[src/hdl/b1sfr_pkg.sv]
package b1sfr_pkg;

  // Data memory address: 9 bits cover all four banks.
  localparam int ADDR_W = 9;
  localparam int NREG   = 23;

  typedef logic [ADDR_W-1:0] b1sfr_addr_t;
  typedef logic [7:0]        b1sfr_byte_t;

  // Register indices as printed; the APB byte address is four times the index.
  localparam b1sfr_addr_t IDX_WINDOW      = 9'h080;
  localparam b1sfr_addr_t IDX_PRESCALE    = 9'h081;
  localparam b1sfr_addr_t IDX_PC_LOW      = 9'h082;
  localparam b1sfr_addr_t IDX_CORE_FLAGS  = 9'h083;
  localparam b1sfr_addr_t IDX_POINTER     = 9'h084;
  localparam b1sfr_addr_t IDX_DIR_A       = 9'h085;
  localparam b1sfr_addr_t IDX_DIR_B       = 9'h086;
  localparam b1sfr_addr_t IDX_DIR_C       = 9'h087;
  localparam b1sfr_addr_t IDX_DIR_D       = 9'h088;
  localparam b1sfr_addr_t IDX_DIR_E       = 9'h089;
  localparam b1sfr_addr_t IDX_PC_LATCH    = 9'h08a;
  localparam b1sfr_addr_t IDX_IRQ_CTRL    = 9'h08b;
  localparam b1sfr_addr_t IDX_PERIPHERAL_IRQ_ENABLE_1        = 9'h08c;
  localparam b1sfr_addr_t IDX_PERIPHERAL_IRQ_ENABLE_2        = 9'h08d;
  localparam b1sfr_addr_t IDX_PWR_FLAGS   = 9'h08e;
  localparam b1sfr_addr_t IDX_SER_CTRL2   = 9'h091;
  localparam b1sfr_addr_t IDX_T2_PERIOD   = 9'h092;
  localparam b1sfr_addr_t IDX_SER_ADDR    = 9'h093;
  localparam b1sfr_addr_t IDX_SER_FLAGS   = 9'h094;
  localparam b1sfr_addr_t IDX_TX_CTRL     = 9'h098;
  localparam b1sfr_addr_t IDX_BAUD        = 9'h099;
  localparam b1sfr_addr_t IDX_CMP_CTRL    = 9'h09c;
  localparam b1sfr_addr_t IDX_CMP_REF     = 9'h09d;
  localparam b1sfr_addr_t IDX_ADC_LOW     = 9'h09e;
  localparam b1sfr_addr_t IDX_ADC_CFG1    = 9'h09f;
  localparam b1sfr_addr_t IDX_NV_ADDR_HI  = 9'h10f;

  // Entry positions in the storage table.
  localparam int E_PRESCALE = 0;
  localparam int E_FLAGS    = 1;
  localparam int E_POINTER  = 2;
  localparam int E_DIR_D    = 6;
  localparam int E_DIR_E    = 7;
  localparam int E_PC_LATCH = 8;
  localparam int E_SER_FLAG = 16;
  localparam int E_TX_CTRL  = 17;
  localparam int E_CMP_CTRL = 19;
  localparam int E_NV_HI    = 22;

  localparam b1sfr_addr_t REG_IDX [NREG] = '{
    IDX_PRESCALE, IDX_CORE_FLAGS, IDX_POINTER, IDX_DIR_A, IDX_DIR_B, IDX_DIR_C,
    IDX_DIR_D, IDX_DIR_E, IDX_PC_LATCH, IDX_IRQ_CTRL, IDX_PERIPHERAL_IRQ_ENABLE_1, IDX_PERIPHERAL_IRQ_ENABLE_2,
    IDX_PWR_FLAGS, IDX_SER_CTRL2, IDX_T2_PERIOD, IDX_SER_ADDR, IDX_SER_FLAGS,
    IDX_TX_CTRL, IDX_BAUD, IDX_CMP_CTRL, IDX_CMP_REF, IDX_ADC_CFG1, IDX_NV_ADDR_HI};

  localparam b1sfr_byte_t REG_RESET [NREG] = '{
    8'hff, 8'h18, 8'h00, 8'h3f, 8'hff, 8'hff, 8'hff, 8'h07, 8'h00, 8'h00, 8'h00,
    8'h00, 8'h00, 8'h00, 8'hff, 8'h00, 8'h00, 8'h00, 8'h00, 8'h07, 8'h00, 8'h00,
    8'h00};

  // Bits software may write.
  localparam b1sfr_byte_t REG_WMASK [NREG] = '{
    8'hff, 8'he7, 8'hff, 8'h3f, 8'hff, 8'hff, 8'hff, 8'h17, 8'h1f, 8'hff, 8'hff,
    8'h59, 8'h03, 8'hff, 8'hff, 8'hff, 8'hc0, 8'hf5, 8'hff, 8'h3f, 8'hef, 8'hcf,
    8'h1f};

  // Stored bits that read back; differs from the write mask where a bit is read-only.
  localparam b1sfr_byte_t REG_RMASK [NREG] = '{
    8'hff, 8'hff, 8'hff, 8'h3f, 8'hff, 8'hff, 8'hff, 8'h17, 8'h1f, 8'hff, 8'hff,
    8'h59, 8'h03, 8'hff, 8'hff, 8'hff, 8'hc0, 8'hf5, 8'hff, 8'h3f, 8'hef, 8'hcf,
    8'h1f};

  // Bits whose value comes live from the peripheral side.
  localparam b1sfr_byte_t REG_HWMASK [NREG] = '{
    8'h00, 8'h00, 8'h00, 8'h00, 8'h00, 8'h00, 8'h00, 8'he0, 8'h00, 8'h00, 8'h00,
    8'h00, 8'h00, 8'h00, 8'h00, 8'h00, 8'h3f, 8'h02, 8'h00, 8'hc0, 8'h00, 8'h00,
    8'h00};

  // Entries seen at the same offset in every bank.
  localparam logic [NREG-1:0] REG_MIRROR = 23'h000306;

  // Field positions.
  localparam int FLAG_IRP        = 7;
  localparam int FLAG_BANK_HI    = 6;
  localparam int FLAG_BANK_LO    = 5;
  localparam int DIRE_OVERFLOW   = 5;
  localparam int NV_HI_LARGE_BIT = 4;
  localparam int PC_W            = 13;
  localparam int PC_LATCH_W      = 5;
  localparam int BANK_OFS_W      = 7;
  localparam int TX_IDLE_BIT     = 1;

  typedef struct packed {
    logic       pc_step;
    logic       in_buf_full;
    logic       out_buf_full;
    logic       in_buf_overflow;
    logic [5:0] ser_status;
    logic       tx_idle;
    logic [1:0] cmp_out;
    logic [7:0] adc_low;
  } b1sfr_hw_t;

endpackage : b1sfr_pkg

[src/hdl/b1sfr_reg8.sv]
`timescale 1ns/1ps
module b1sfr_reg8 #(
  parameter logic [7:0] RESET_VAL = 8'h00
) (
  // Clock and reset
  input  wire logic       pclk,
  input  wire logic       presetn,
  // Write port
  input  wire logic       we,
  input  wire logic [7:0] wdata,
  input  wire logic [7:0] wmask,
  // Stored value
  output logic      [7:0] q
);

  // Masked bits keep their value, so read-only and absent bits never move.
  always_ff @(posedge pclk or negedge presetn) begin
    if (!presetn) begin
      q <= RESET_VAL;
    end else if (we) begin
      q <= (q & ~wmask) | (wdata & wmask);
    end
  end

endmodule : b1sfr_reg8

[src/hdl/b1sfr_bank.sv]
`timescale 1ns/1ps
module b1sfr_bank #(
  parameter bit HAS_PORT_DE   = 1'b1,
  parameter bit LARGE_PROGRAM = 1'b1
) (
  // Clock and reset
  input  wire logic                                         pclk,
  input  wire logic                                         presetn,
  // APB slave
  input  wire logic                                         psel,
  input  wire logic                                         penable,
  input  wire logic                                         pwrite,
  input  wire logic [10:0]                                  paddr,
  input  wire logic [31:0]                                  pwdata,
  input  wire logic [3:0]                                   pstrb,
  output logic      [31:0]                                  prdata,
  output logic                                              pready,
  output logic                                              pslverr,
  // Peripheral and core side
  input  wire b1sfr_pkg::b1sfr_hw_t                         hw,
  output logic      [b1sfr_pkg::NREG-1:0][7:0]              reg_value,
  output logic      [b1sfr_pkg::PC_W-1:0]                   pc,
  output logic                                              dir_e_overflow
);

  logic [7:0]                     q        [b1sfr_pkg::NREG];
  logic [7:0]                     wm_eff   [b1sfr_pkg::NREG];
  logic [7:0]                     rm_eff   [b1sfr_pkg::NREG];
  logic [7:0]                     hw_val   [b1sfr_pkg::NREG];
  logic [b1sfr_pkg::NREG-1:0]     hit;
  logic [b1sfr_pkg::NREG-1:0]     we;
  logic [7:0]                     rdata;
  logic [7:0]                     wbyte;
  logic [b1sfr_pkg::PC_W-1:0]     pc_r;
  logic [b1sfr_pkg::PC_W-1:0]     pc_nxt;
  logic                           pready_r;
  logic [31:0]                    prdata_r;
  logic                           ibov_r;
  logic                           access;
  logic                           wr_fire;
  b1sfr_pkg::b1sfr_addr_t         bus_addr;
  b1sfr_pkg::b1sfr_addr_t         ind_addr;
  b1sfr_pkg::b1sfr_addr_t         tgt_addr;
  logic                           via_window;
  logic                           tgt_null;
  logic                           tgt_pc_low;
  logic                           tgt_adc_low;

  // Only the low bank offset matters for mirrored locations.
  function automatic logic same_ofs(input b1sfr_pkg::b1sfr_addr_t a,
                                    input b1sfr_pkg::b1sfr_addr_t b);
    same_ofs = (a[b1sfr_pkg::BANK_OFS_W-1:0] == b[b1sfr_pkg::BANK_OFS_W-1:0]);
  endfunction : same_ofs

  assign bus_addr = paddr[10:2];
  assign ind_addr = {q[b1sfr_pkg::E_FLAGS][b1sfr_pkg::FLAG_IRP], q[b1sfr_pkg::E_POINTER]};
  assign wbyte    = pwdata[7:0];

  assign via_window = same_ofs(bus_addr, b1sfr_pkg::IDX_WINDOW);
  assign tgt_addr   = via_window ? ind_addr : bus_addr;
  // Pointing the window at itself reaches nothing, so it cannot recurse.
  assign tgt_null   = via_window && same_ofs(ind_addr, b1sfr_pkg::IDX_WINDOW);
  assign tgt_pc_low  = !tgt_null && same_ofs(tgt_addr, b1sfr_pkg::IDX_PC_LOW);
  assign tgt_adc_low = !tgt_null && (tgt_addr == b1sfr_pkg::IDX_ADC_LOW);

  // The completion edge is the one where pready is already high.
  assign access  = psel && penable;
  assign wr_fire = access && pwrite && pready_r && pstrb[0];

  genvar gi;
  generate
    for (gi = 0; gi < b1sfr_pkg::NREG; gi++) begin : g_entry
      localparam bit IS_DE = (gi == b1sfr_pkg::E_DIR_D) || (gi == b1sfr_pkg::E_DIR_E);
      logic [7:0] gate;

      if (IS_DE) begin : g_de
        // port D/E direction absent on small variant
        assign gate = HAS_PORT_DE ? 8'hff : 8'h00;
      end else if (gi == b1sfr_pkg::E_NV_HI) begin : g_nv
        assign gate = LARGE_PROGRAM ? 8'hff : ~(8'h01 << b1sfr_pkg::NV_HI_LARGE_BIT);
      end else begin : g_plain
        assign gate = 8'hff;
      end

      // absent bits neither stored nor read
      assign wm_eff[gi] = b1sfr_pkg::REG_WMASK[gi] & gate;
      assign rm_eff[gi] = b1sfr_pkg::REG_RMASK[gi] & gate;

      assign hit[gi] = !tgt_null && (b1sfr_pkg::REG_MIRROR[gi]
                       ? same_ofs(tgt_addr, b1sfr_pkg::REG_IDX[gi])
                       : (tgt_addr == b1sfr_pkg::REG_IDX[gi]));
      assign we[gi]  = wr_fire && hit[gi];

      b1sfr_reg8 #(
        .RESET_VAL (b1sfr_pkg::REG_RESET[gi])
      ) u_reg (
        .pclk    (pclk),
        .presetn (presetn),
        .we      (we[gi]),
        .wdata   (wbyte),
        .wmask   (wm_eff[gi]),
        .q       (q[gi])
      );

      assign reg_value[gi] = q[gi];
    end
  endgenerate

  // Live peripheral bits, placed at their field positions.
  always_comb begin
    for (int i = 0; i < b1sfr_pkg::NREG; i++) begin
      hw_val[i] = 8'h00;
    end
    hw_val[b1sfr_pkg::E_DIR_E]    = {hw.in_buf_full, hw.out_buf_full, ibov_r, 5'h00};
    hw_val[b1sfr_pkg::E_SER_FLAG] = {2'h0, hw.ser_status};
    hw_val[b1sfr_pkg::E_TX_CTRL]  = {6'h00, hw.tx_idle, 1'b0};
    hw_val[b1sfr_pkg::E_CMP_CTRL] = {hw.cmp_out, 6'h00};
    if (!HAS_PORT_DE) begin
      hw_val[b1sfr_pkg::E_DIR_E] = 8'h00;
    end
  end

  always_comb begin
    rdata = 8'h00;
    for (int i = 0; i < b1sfr_pkg::NREG; i++) begin
      if (hit[i]) begin
        rdata = rdata | (q[i] & rm_eff[i])
                      | (hw_val[i] & b1sfr_pkg::REG_HWMASK[i]);
      end
    end
    // only the low program counter byte is mapped
    if (tgt_pc_low) begin
      rdata = pc_r[7:0];
    end
    if (tgt_adc_low) begin
      rdata = hw.adc_low;
    end
  end

  // APB answer: one wait state, read data captured with pready.
  always_ff @(posedge pclk or negedge presetn) begin
    if (!presetn) begin
      pready_r <= 1'b0;
    end else begin
      pready_r <= access && !pready_r;
    end
  end

  always_ff @(posedge pclk or negedge presetn) begin
    if (!presetn) begin
      prdata_r <= 32'h0000_0000;
    end else if (access && !pready_r && !pwrite) begin
      prdata_r <= {24'h00_0000, rdata};
    end
  end

  // writing the low byte loads the upper bits from the latch
  always_comb begin
    pc_nxt = pc_r;
    if (hw.pc_step) begin
      pc_nxt = pc_r + 13'h0001;
    end
    if (wr_fire && tgt_pc_low) begin
      pc_nxt = {q[b1sfr_pkg::E_PC_LATCH][b1sfr_pkg::PC_LATCH_W-1:0], wbyte};
    end
  end

  always_ff @(posedge pclk or negedge presetn) begin
    if (!presetn) begin
      pc_r <= 13'h0000;
    end else begin
      pc_r <= pc_nxt;
    end
  end

  // Overflow is sticky; a hardware set in the clearing cycle wins.
  always_ff @(posedge pclk or negedge presetn) begin
    if (!presetn) begin
      ibov_r <= 1'b0;
    end else if (HAS_PORT_DE && hw.in_buf_overflow) begin
      ibov_r <= 1'b1;
    end else if (we[b1sfr_pkg::E_DIR_E] && !wbyte[b1sfr_pkg::DIRE_OVERFLOW]) begin
      ibov_r <= 1'b0;
    end
  end

  assign prdata         = prdata_r;
  assign pready         = pready_r;
  assign pslverr        = 1'b0;
  assign pc             = pc_r;
  assign dir_e_overflow = ibov_r;

endmodule : b1sfr_bank

[config.mk]
export PLATFORM = sky130hd
export DESIGN_NAME = b1sfr_bank
export DESIGN_NICKNAME = d
export VERILOG_FILES = /design/src/hdl/b1sfr_pkg.sv /design/src/hdl/b1sfr_reg8.sv /design/src/hdl/b1sfr_bank.sv
export SDC_FILE = /design/constraint.sdc
export NUM_CORES = 1
export LEC_CHECK = 0
export BUFFER_PORTS_ARGS = -buffer_cell sky130_fd_sc_hd__buf_2
export CAP_MARGIN = 10
export CORE_MARGIN = 5
export CORE_UTILIZATION = 55
export DETAILED_ROUTE_END_ITERATION = 6
export HOLD_SLACK_MARGIN = 0.12
export PLACE_DENSITY = 0.82
export SETUP_SLACK_MARGIN = 0.05
export SLEW_MARGIN = 15
export SYNTH_ARGS = -nofsm -noshare
export SYNTH_HDL_FRONTEND = slang
export SYNTH_SLANG_ARGS = --single-unit
[constraint.sdc]
create_clock -name pclk -period 5.6 [get_ports pclk]
set_input_delay 1.12 -clock pclk [delete_from_list [all_inputs] [get_ports pclk]]
set_output_delay 1.12 -clock pclk [all_outputs]
set_load 0.01 [all_outputs]
## After elaboration in Yosys (flattened, before gate mapping)

Index checks and enable logic that the tools add are counted.

| word-level totals | value |
|---|---|
| bits in registers | 207 |
| input port bits | 73 |
| output and inout port bits | 232 |
| logic and storage cells | 186 |

| cells by class | value |
|---|---|
| add/sub/neg operators | 1 |
| eq/ne operators | 25 |
| muxes and demuxes | 30 |
| bitwise operators | 38 |
| reduce and logical (&&, ||, !) cells | 65 |

Operators by type and width:

| operator | number |
|---|---|
| 2-to-1 mux 8 bit | 25 |
| equality test 9 x 8 -> 1 bit (second input constant) | 19 |
| bitwise OR 8 bit | 17 |
| logical AND 1 bit | 57 |
| bitwise OR 8 x 5 -> 8 bit | 6 |
| bitwise OR 8 x 6 -> 8 bit | 5 |
| 2-to-1 mux 13 bit | 2 |
| bitwise OR 8 x 2 -> 8 bit | 3 |
| bitwise OR 5 x 8 -> 8 bit | 2 |
| bitwise OR 6 x 8 -> 8 bit | 2 |
| bitwise OR 8 x 7 -> 8 bit | 2 |
| equality test 7 x 2 -> 1 bit (second input constant) | 2 |
| equality test 7 x 4 -> 1 bit (second input constant) | 2 |
| zero test 7 bit | 2 |
| adder 13 x 1 -> 13 bit (second input constant) | 1 |
| equality test 9 bit (second input constant) | 1 |
| 2-to-1 mux 9 bit | 1 |
| bitwise OR 4 x 8 -> 8 bit | 1 |
| equality test 7 x 3 -> 1 bit (second input constant) | 1 |
| zero test 1 bit | 4 |
| nonzero test 2 bit | 2 |
| 2-to-1 mux 1 bit | 2 |

## Longest topological paths before layout

| logic depth | value |
|---|---|
| depth after elaboration | 55 |
| mapped depth | 12 |

## Modules after synthesis

A second synthesis with hierarchy kept.

| second synthesis, totals | value |
|---|---|
| cells, all modules | 1005 |
| area total of the unflattened synthesis | 11763.8 sq um |

Modules (own cells, without submodules):

| module | instances | cells an instance | area each (sq um) | sequential area each (sq um) |
|---|---|---|---|---|
| b1sfr_reg8 at g_entry[10].u_reg ... | 14 | 25 | 361.6 | 200.2 |
| b1sfr_bank | 1 | 430 | 3379.5 | 575.6 |
| b1sfr_reg8 at g_entry[0].u_reg ... | 5 | 25 | 371.6 | 210.2 |
| b1sfr_reg8 at g_entry[19].u_reg ... | 2 | 25 | 365.4 | 203.9 |
| b1sfr_reg8 at g_entry[3].u_reg | 1 | 25 | 369.1 | 207.7 |
| b1sfr_reg8 at g_entry[1].u_reg | 1 | 25 | 364.1 | 202.7 |

## Worst setup path after synthesis

Ideal clock, no wire load.

| timing path | value |
|---|---|
| path kind | input to register |
| start point | input port paddr[4] |
| end point | register prdata_r[0] (netlist: prdata[0]) |
| library setup time | 127 ps |
| arrival | 3431 ps |
| path slack | 2043 ps |
| stages on the path | 12 |
| path through | buf_6 -> or4_1 -> buf_4 -> o31a_1 -> and2_1 -> buf_6 -> and3_4 -> buf_6 -> a221oi_2 -> nand4_1 -> nor4_1 -> o21ai_1 |

| on the way | value |
|---|---|
| longest elaborated chain between the ends | 55 |
| elaborated cells on any way between the ends | 105 |
| those cells by class | 25 x eq/ne; 26 x mux; 26 x bitwise; 28 x reduce/logical |

RTL lines:

| item | line | RTL |
|---|---|---|
| start, declared | b1sfr_bank.sv:13 | `input wire logic [10:0] paddr,` |
| zero test 7 bit | b1sfr_bank.sv:52 | `same_ofs = (a[b1sfr_pkg::BANK_OFS_W-1:0] == b[b1sfr_pkg::BANK_OFS_W-1:0]);` |
| 2-to-1 mux 9 bit or logical AND 1 bit (tied branches) | b1sfr_bank.sv:60, b1sfr_bank.sv:62 |  |
| equality test 9 x 8 -> 1 bit or zero test 1 bit (tied branches) | -- |  |
| logical AND 1 bit | b1sfr_bank.sv:89 | `assign hit[gi] = !tgt_null && (b1sfr_pkg::REG_MIRROR[gi]` |
| 2-to-1 mux 8 bit | b1sfr_bank.sv:126 | `if (hit[i]) begin` |
| bitwise OR 8 bit | b1sfr_bank.sv:127 | `rdata = rdata \| (q[i] & rm_eff[i])` |
| 2-to-1 mux 8 bit | b1sfr_bank.sv:126 |  |
| bitwise OR 8 bit | b1sfr_bank.sv:127 |  |
| [39 not listed] | -- |  |
| bitwise OR 8 bit | b1sfr_bank.sv:127 |  |
| 2-to-1 mux 8 bit | b1sfr_bank.sv:126 |  |
| bitwise OR 8 bit | b1sfr_bank.sv:127 |  |
| 2-to-1 mux 8 bit | b1sfr_bank.sv:126 |  |
| bitwise OR 8 x 5 -> 8 bit | b1sfr_bank.sv:127 |  |
| 2-to-1 mux 8 bit | b1sfr_bank.sv:126 |  |
| 2-to-1 mux 8 bit | b1sfr_bank.sv:132 | `if (tgt_pc_low) begin` |
| 2-to-1 mux 8 bit (*) | b1sfr_bank.sv:135 | `if (tgt_adc_low) begin` |
| end signal, assigned | b1sfr_bank.sv:153 | `prdata_r <= {24'h00_0000, rdata};` |
| end, declared | b1sfr_bank.sv:37 | `logic [31:0] prdata_r;` |

Every way passes the cells marked *; elsewhere a longest branch is shown, timed or not.
A chain may end at the register's enable or synchronous reset.

## Final worst setup path

| timing path | value |
|---|---|
| start point | input port paddr[8] |
| end point | register prdata_r[0] (netlist: prdata[0]) |

The elaborated chain is that of the path after synthesis.

==> results.tsv <==
stage	metric	value	unit
global_route	pin count of the biggest net entering global routing	68	
job	Max-Cap Viols	0	
hold_path	Hold Crit Class	flip-flop to flip-flop	
power_and_ir_drop	leakage	0.00531	uW
clock_tree	TritonCTS Buffers	17	
drt	antenna-violating nets left	0	
cells_and_area	diode count	0	
drt	DRT Pass-1 Iters	6	
power_and_ir_drop	worst vdd ir	0.211	mV
sta	Slew Limit Fails	0	
drt	Total Wirelength	31000	um
clock_tree	hold bufs inserted after CTS	0	
floorplan	row cnt	46	
sta	RSZ-0062 raised after global routing	no	
sta	Max-slew headroom	0.288	
global_route	vias in the first global route	7318	
sta	final hold violation count	0	
logic_synthesis	library cells used by synthesis	65	
logic_synthesis	Post-Syn Area	8960	um2
global_route	initial antenna violation count	1	
logic_synthesis	sequential fraction of the synthesis area	0.482	
power_and_ir_drop	Tot Pwr	2830	uW
cells_and_area	# nets final	1037	
floorplan	Initial Utilization	0.562	
global_route	grt total ovfl	0	
drt	Post-route DRC	0	
floorplan	I/O Pins	305	
global_route	Total Routing Usage GR	0.327	
sta	Worst Skew	0.00642	ns
logic_synthesis	Post-synth EDFFs	0	
clock_tree	Skew-Pair Late Insertion Delay	0.43	ns
sta	worst-margin pin slew	1.07	ns
floorplan	chip width	138	um
sta	Final Cycle Share	0.745	
global_route	first-pass GRT wire length	45700	um
clock_tree	CTS resizes	0	
cells_and_area	final core occ	0.660	
worst_setup_path	critical path's largest stage delay	0.77	ns
cells_and_area	area growth from synthesis to layout	17.4	%
drt	routed vias	7569	
worst_setup_path	family with the most delay on the worst path	simple AND/OR/NAND/NOR gates	
outcome	outcome	completed	
sta	WHS	0.492	ns
sta	Max Fclk	0.240	GHz
worst_setup_path	Cell Chain, Critical Path	buf_2 > or3_1 > o41ai_4 > a211oi_1 > buf_4 > and4_1 > a2111oi_2 > nand4_1 > nor4_1 > o21ai_1	
worst_setup_path	critical path launch point type	input pin	
power_and_ir_drop	PwrDens	269	nW/um2
clock_tree	clk buf depth	2	
clock_tree	Clock transition at path regs	0.06	ns
logic_synthesis	Synth async-reset ratio	1.00	
worst_setup_path	Worst Path Max Fanout	17	
clock_tree	TritonCTS clock tree	done	
place	IO Port Bufs	213	
logic_synthesis	Yosys reg bits	170	
worst_setup_path	slowest CP cell	nor4_1	
cells_and_area	share of layout cells above drive strength 1	0.480	
logic_synthesis	Yosys warning count	0	
drt	via-per-instance ratio	6.35	
drt	Iteration-0 DRC Markers	814	
logic_synthesis	Synth area leaders	dfrtp_1 (33%), mux2_2 (18%), dfstp_2 (15%)	
floorplan	die height	138	um
clock_tree	Root Buffer	clkbuf_16	
logic_synthesis	Mapped Cells	778	
worst_setup_path	Worst Path Arrival	4.46	ns
clock_tree	CTS H-tree lvls	4	
place	global placer's final weighted congestion	0.947	
worst_setup_path	crit end category	flip-flop	
worst_setup_path	CP required	5.88	ns
place	detailed placer's ending HPWL	22400	um
logic_synthesis	top cell type's share of synthesized area	0.329	
clock_tree	setup bufs post-CTS	0	
worst_setup_path	kind of critical path	input pin to flip-flop	
worst_setup_path	crit path buf inv count	2	
drt	DR WL/cell	26.0	um
sta	final count of negative-setup-slack endpoints	0	
floorplan	core box area	15900	um2
clock_tree	CTS sink cnt	170	
logic_synthesis	biggest area consumer among synthesized cells	dfrtp_1	
sta	Final Critical Period	4.17	ns
logic_synthesis	Mapped Avg Cell Area	11.5	um2
logic_synthesis	Main synth FF type	dfrtp_1	
sta	final setup TNS	0	ns
floorplan	Die Area	19000	um2
==> metrics by stage <==
stage,cells,setup slack [ns],cell area (um2)
after floorplan,838,2.04,9190
after global placement,1160,1.18,9890
after detailed placement,1160,1.16,9890
after CTS,1192,1.58,10500
after global routing,1192,1.23,10500
final,1192,1.43,10500
==> placed cells by master (no fill, tap or decap), types with 4 or more instances in the layout <==
cell	n
o21ai_0	23
nor3_1	9
a21boi_0	4
mux2_2	147
a211oi_1	7
conb_1	62
a222oi_1	4
clkbuf_16	19
a21oi_1	6
nor2_1	21
dfrtp_1	118
nand2_1	46
dfstp_2	52
and2_1	10
nand4_1	22
buf_4	9
buf_2	212
xor2_1	7
clkbuf_1	4
and3_1	21
inv_1	5
o22ai_1	5
nand3_1	18
a221oi_1	8
a32oi_1	11
a22oi_1	41
o21ai_1	5
a22o_1	10
xnor2_1	5
and4_1	4
==> cells by family after synthesis <==
logic type / synth area share
compound gates: 0.131
xor+xnor: 0.0117
fa+ha+maj: 0.00140
buf+inv: 0.0817
flops: 0.482
mux: 0.186
other cells: 0.000838
simple gates: 0.106
==> registers in the layout, summed over array words and instances, names as in the netlist <==
signal           count
pready               1
g_entry.u_reg.q    147
dir_e_overflow       1
pc                  13
prdata               8
==> metal layers <==
| layer | share of wire | vias to the layer above | track usage |
|---|---|---|---|
| met5 | 0 | - | 0 |
| met4 | 0.033 | 0 | 0.121 |
| met3 | 0.12 | 82 | 0.105 |
| met2 | 0.46 | 498 | 0.503 |
| met1 | 0.39 | 3835 | 0.435 |
| li1 | - | 3154 | - |
==> synth_stat cells, drive strengths merged (4+ instances only) <==
master and n:
and4 4, clkbuf 33, xor2 7, nor2 22
a22o 10, mux2 147, a222oi 4, nor3 10
and3 22, a221oi 9, nand2 46, dfstp 52
inv 5, a32oi 11, nand3 18, buf 83
a22oi 41, o21ai 28, dfrtp 118, a21boi 4
a211oi 7, xnor2 5, a2111oi 4, a21oi 6
nand4 22, o22ai 5, and2 10
==> power by group <==
group          switching, uW  internal [uW]
clock network            496            771
logic                    171           77.1
registers               55.1           1260
==> final cells by class <==
class                      count  area, um2
clock inverter                 8        130
multi-input combinational    547       4140
inverter                       5       18.8
tap                          216        270
clock buffer                  24        504
fill                        1247       5420
timing repair buffer         222       1140
sequential                   170       4320
==> final timing paths <==
check | startpoint | to | slack (ns) | cells after the start
min | pready | pready | 0.49 | 1
max reg2reg | g_entry[2].u_reg.q[5] | g_entry[14].u_reg.q[2] | 1.87 | 6
max in group asynchronous | presetn | pc[2] | 3.77 | 2
min in group asynchronous | presetn | g_entry[15].u_reg.q[4] | 0.68 | 1
min reg2reg | pready | pready | 0.49 | 1
max | paddr[8] | prdata[0] | 1.43 | 10
Note: power is estimated with default switching activity, not from simulation.
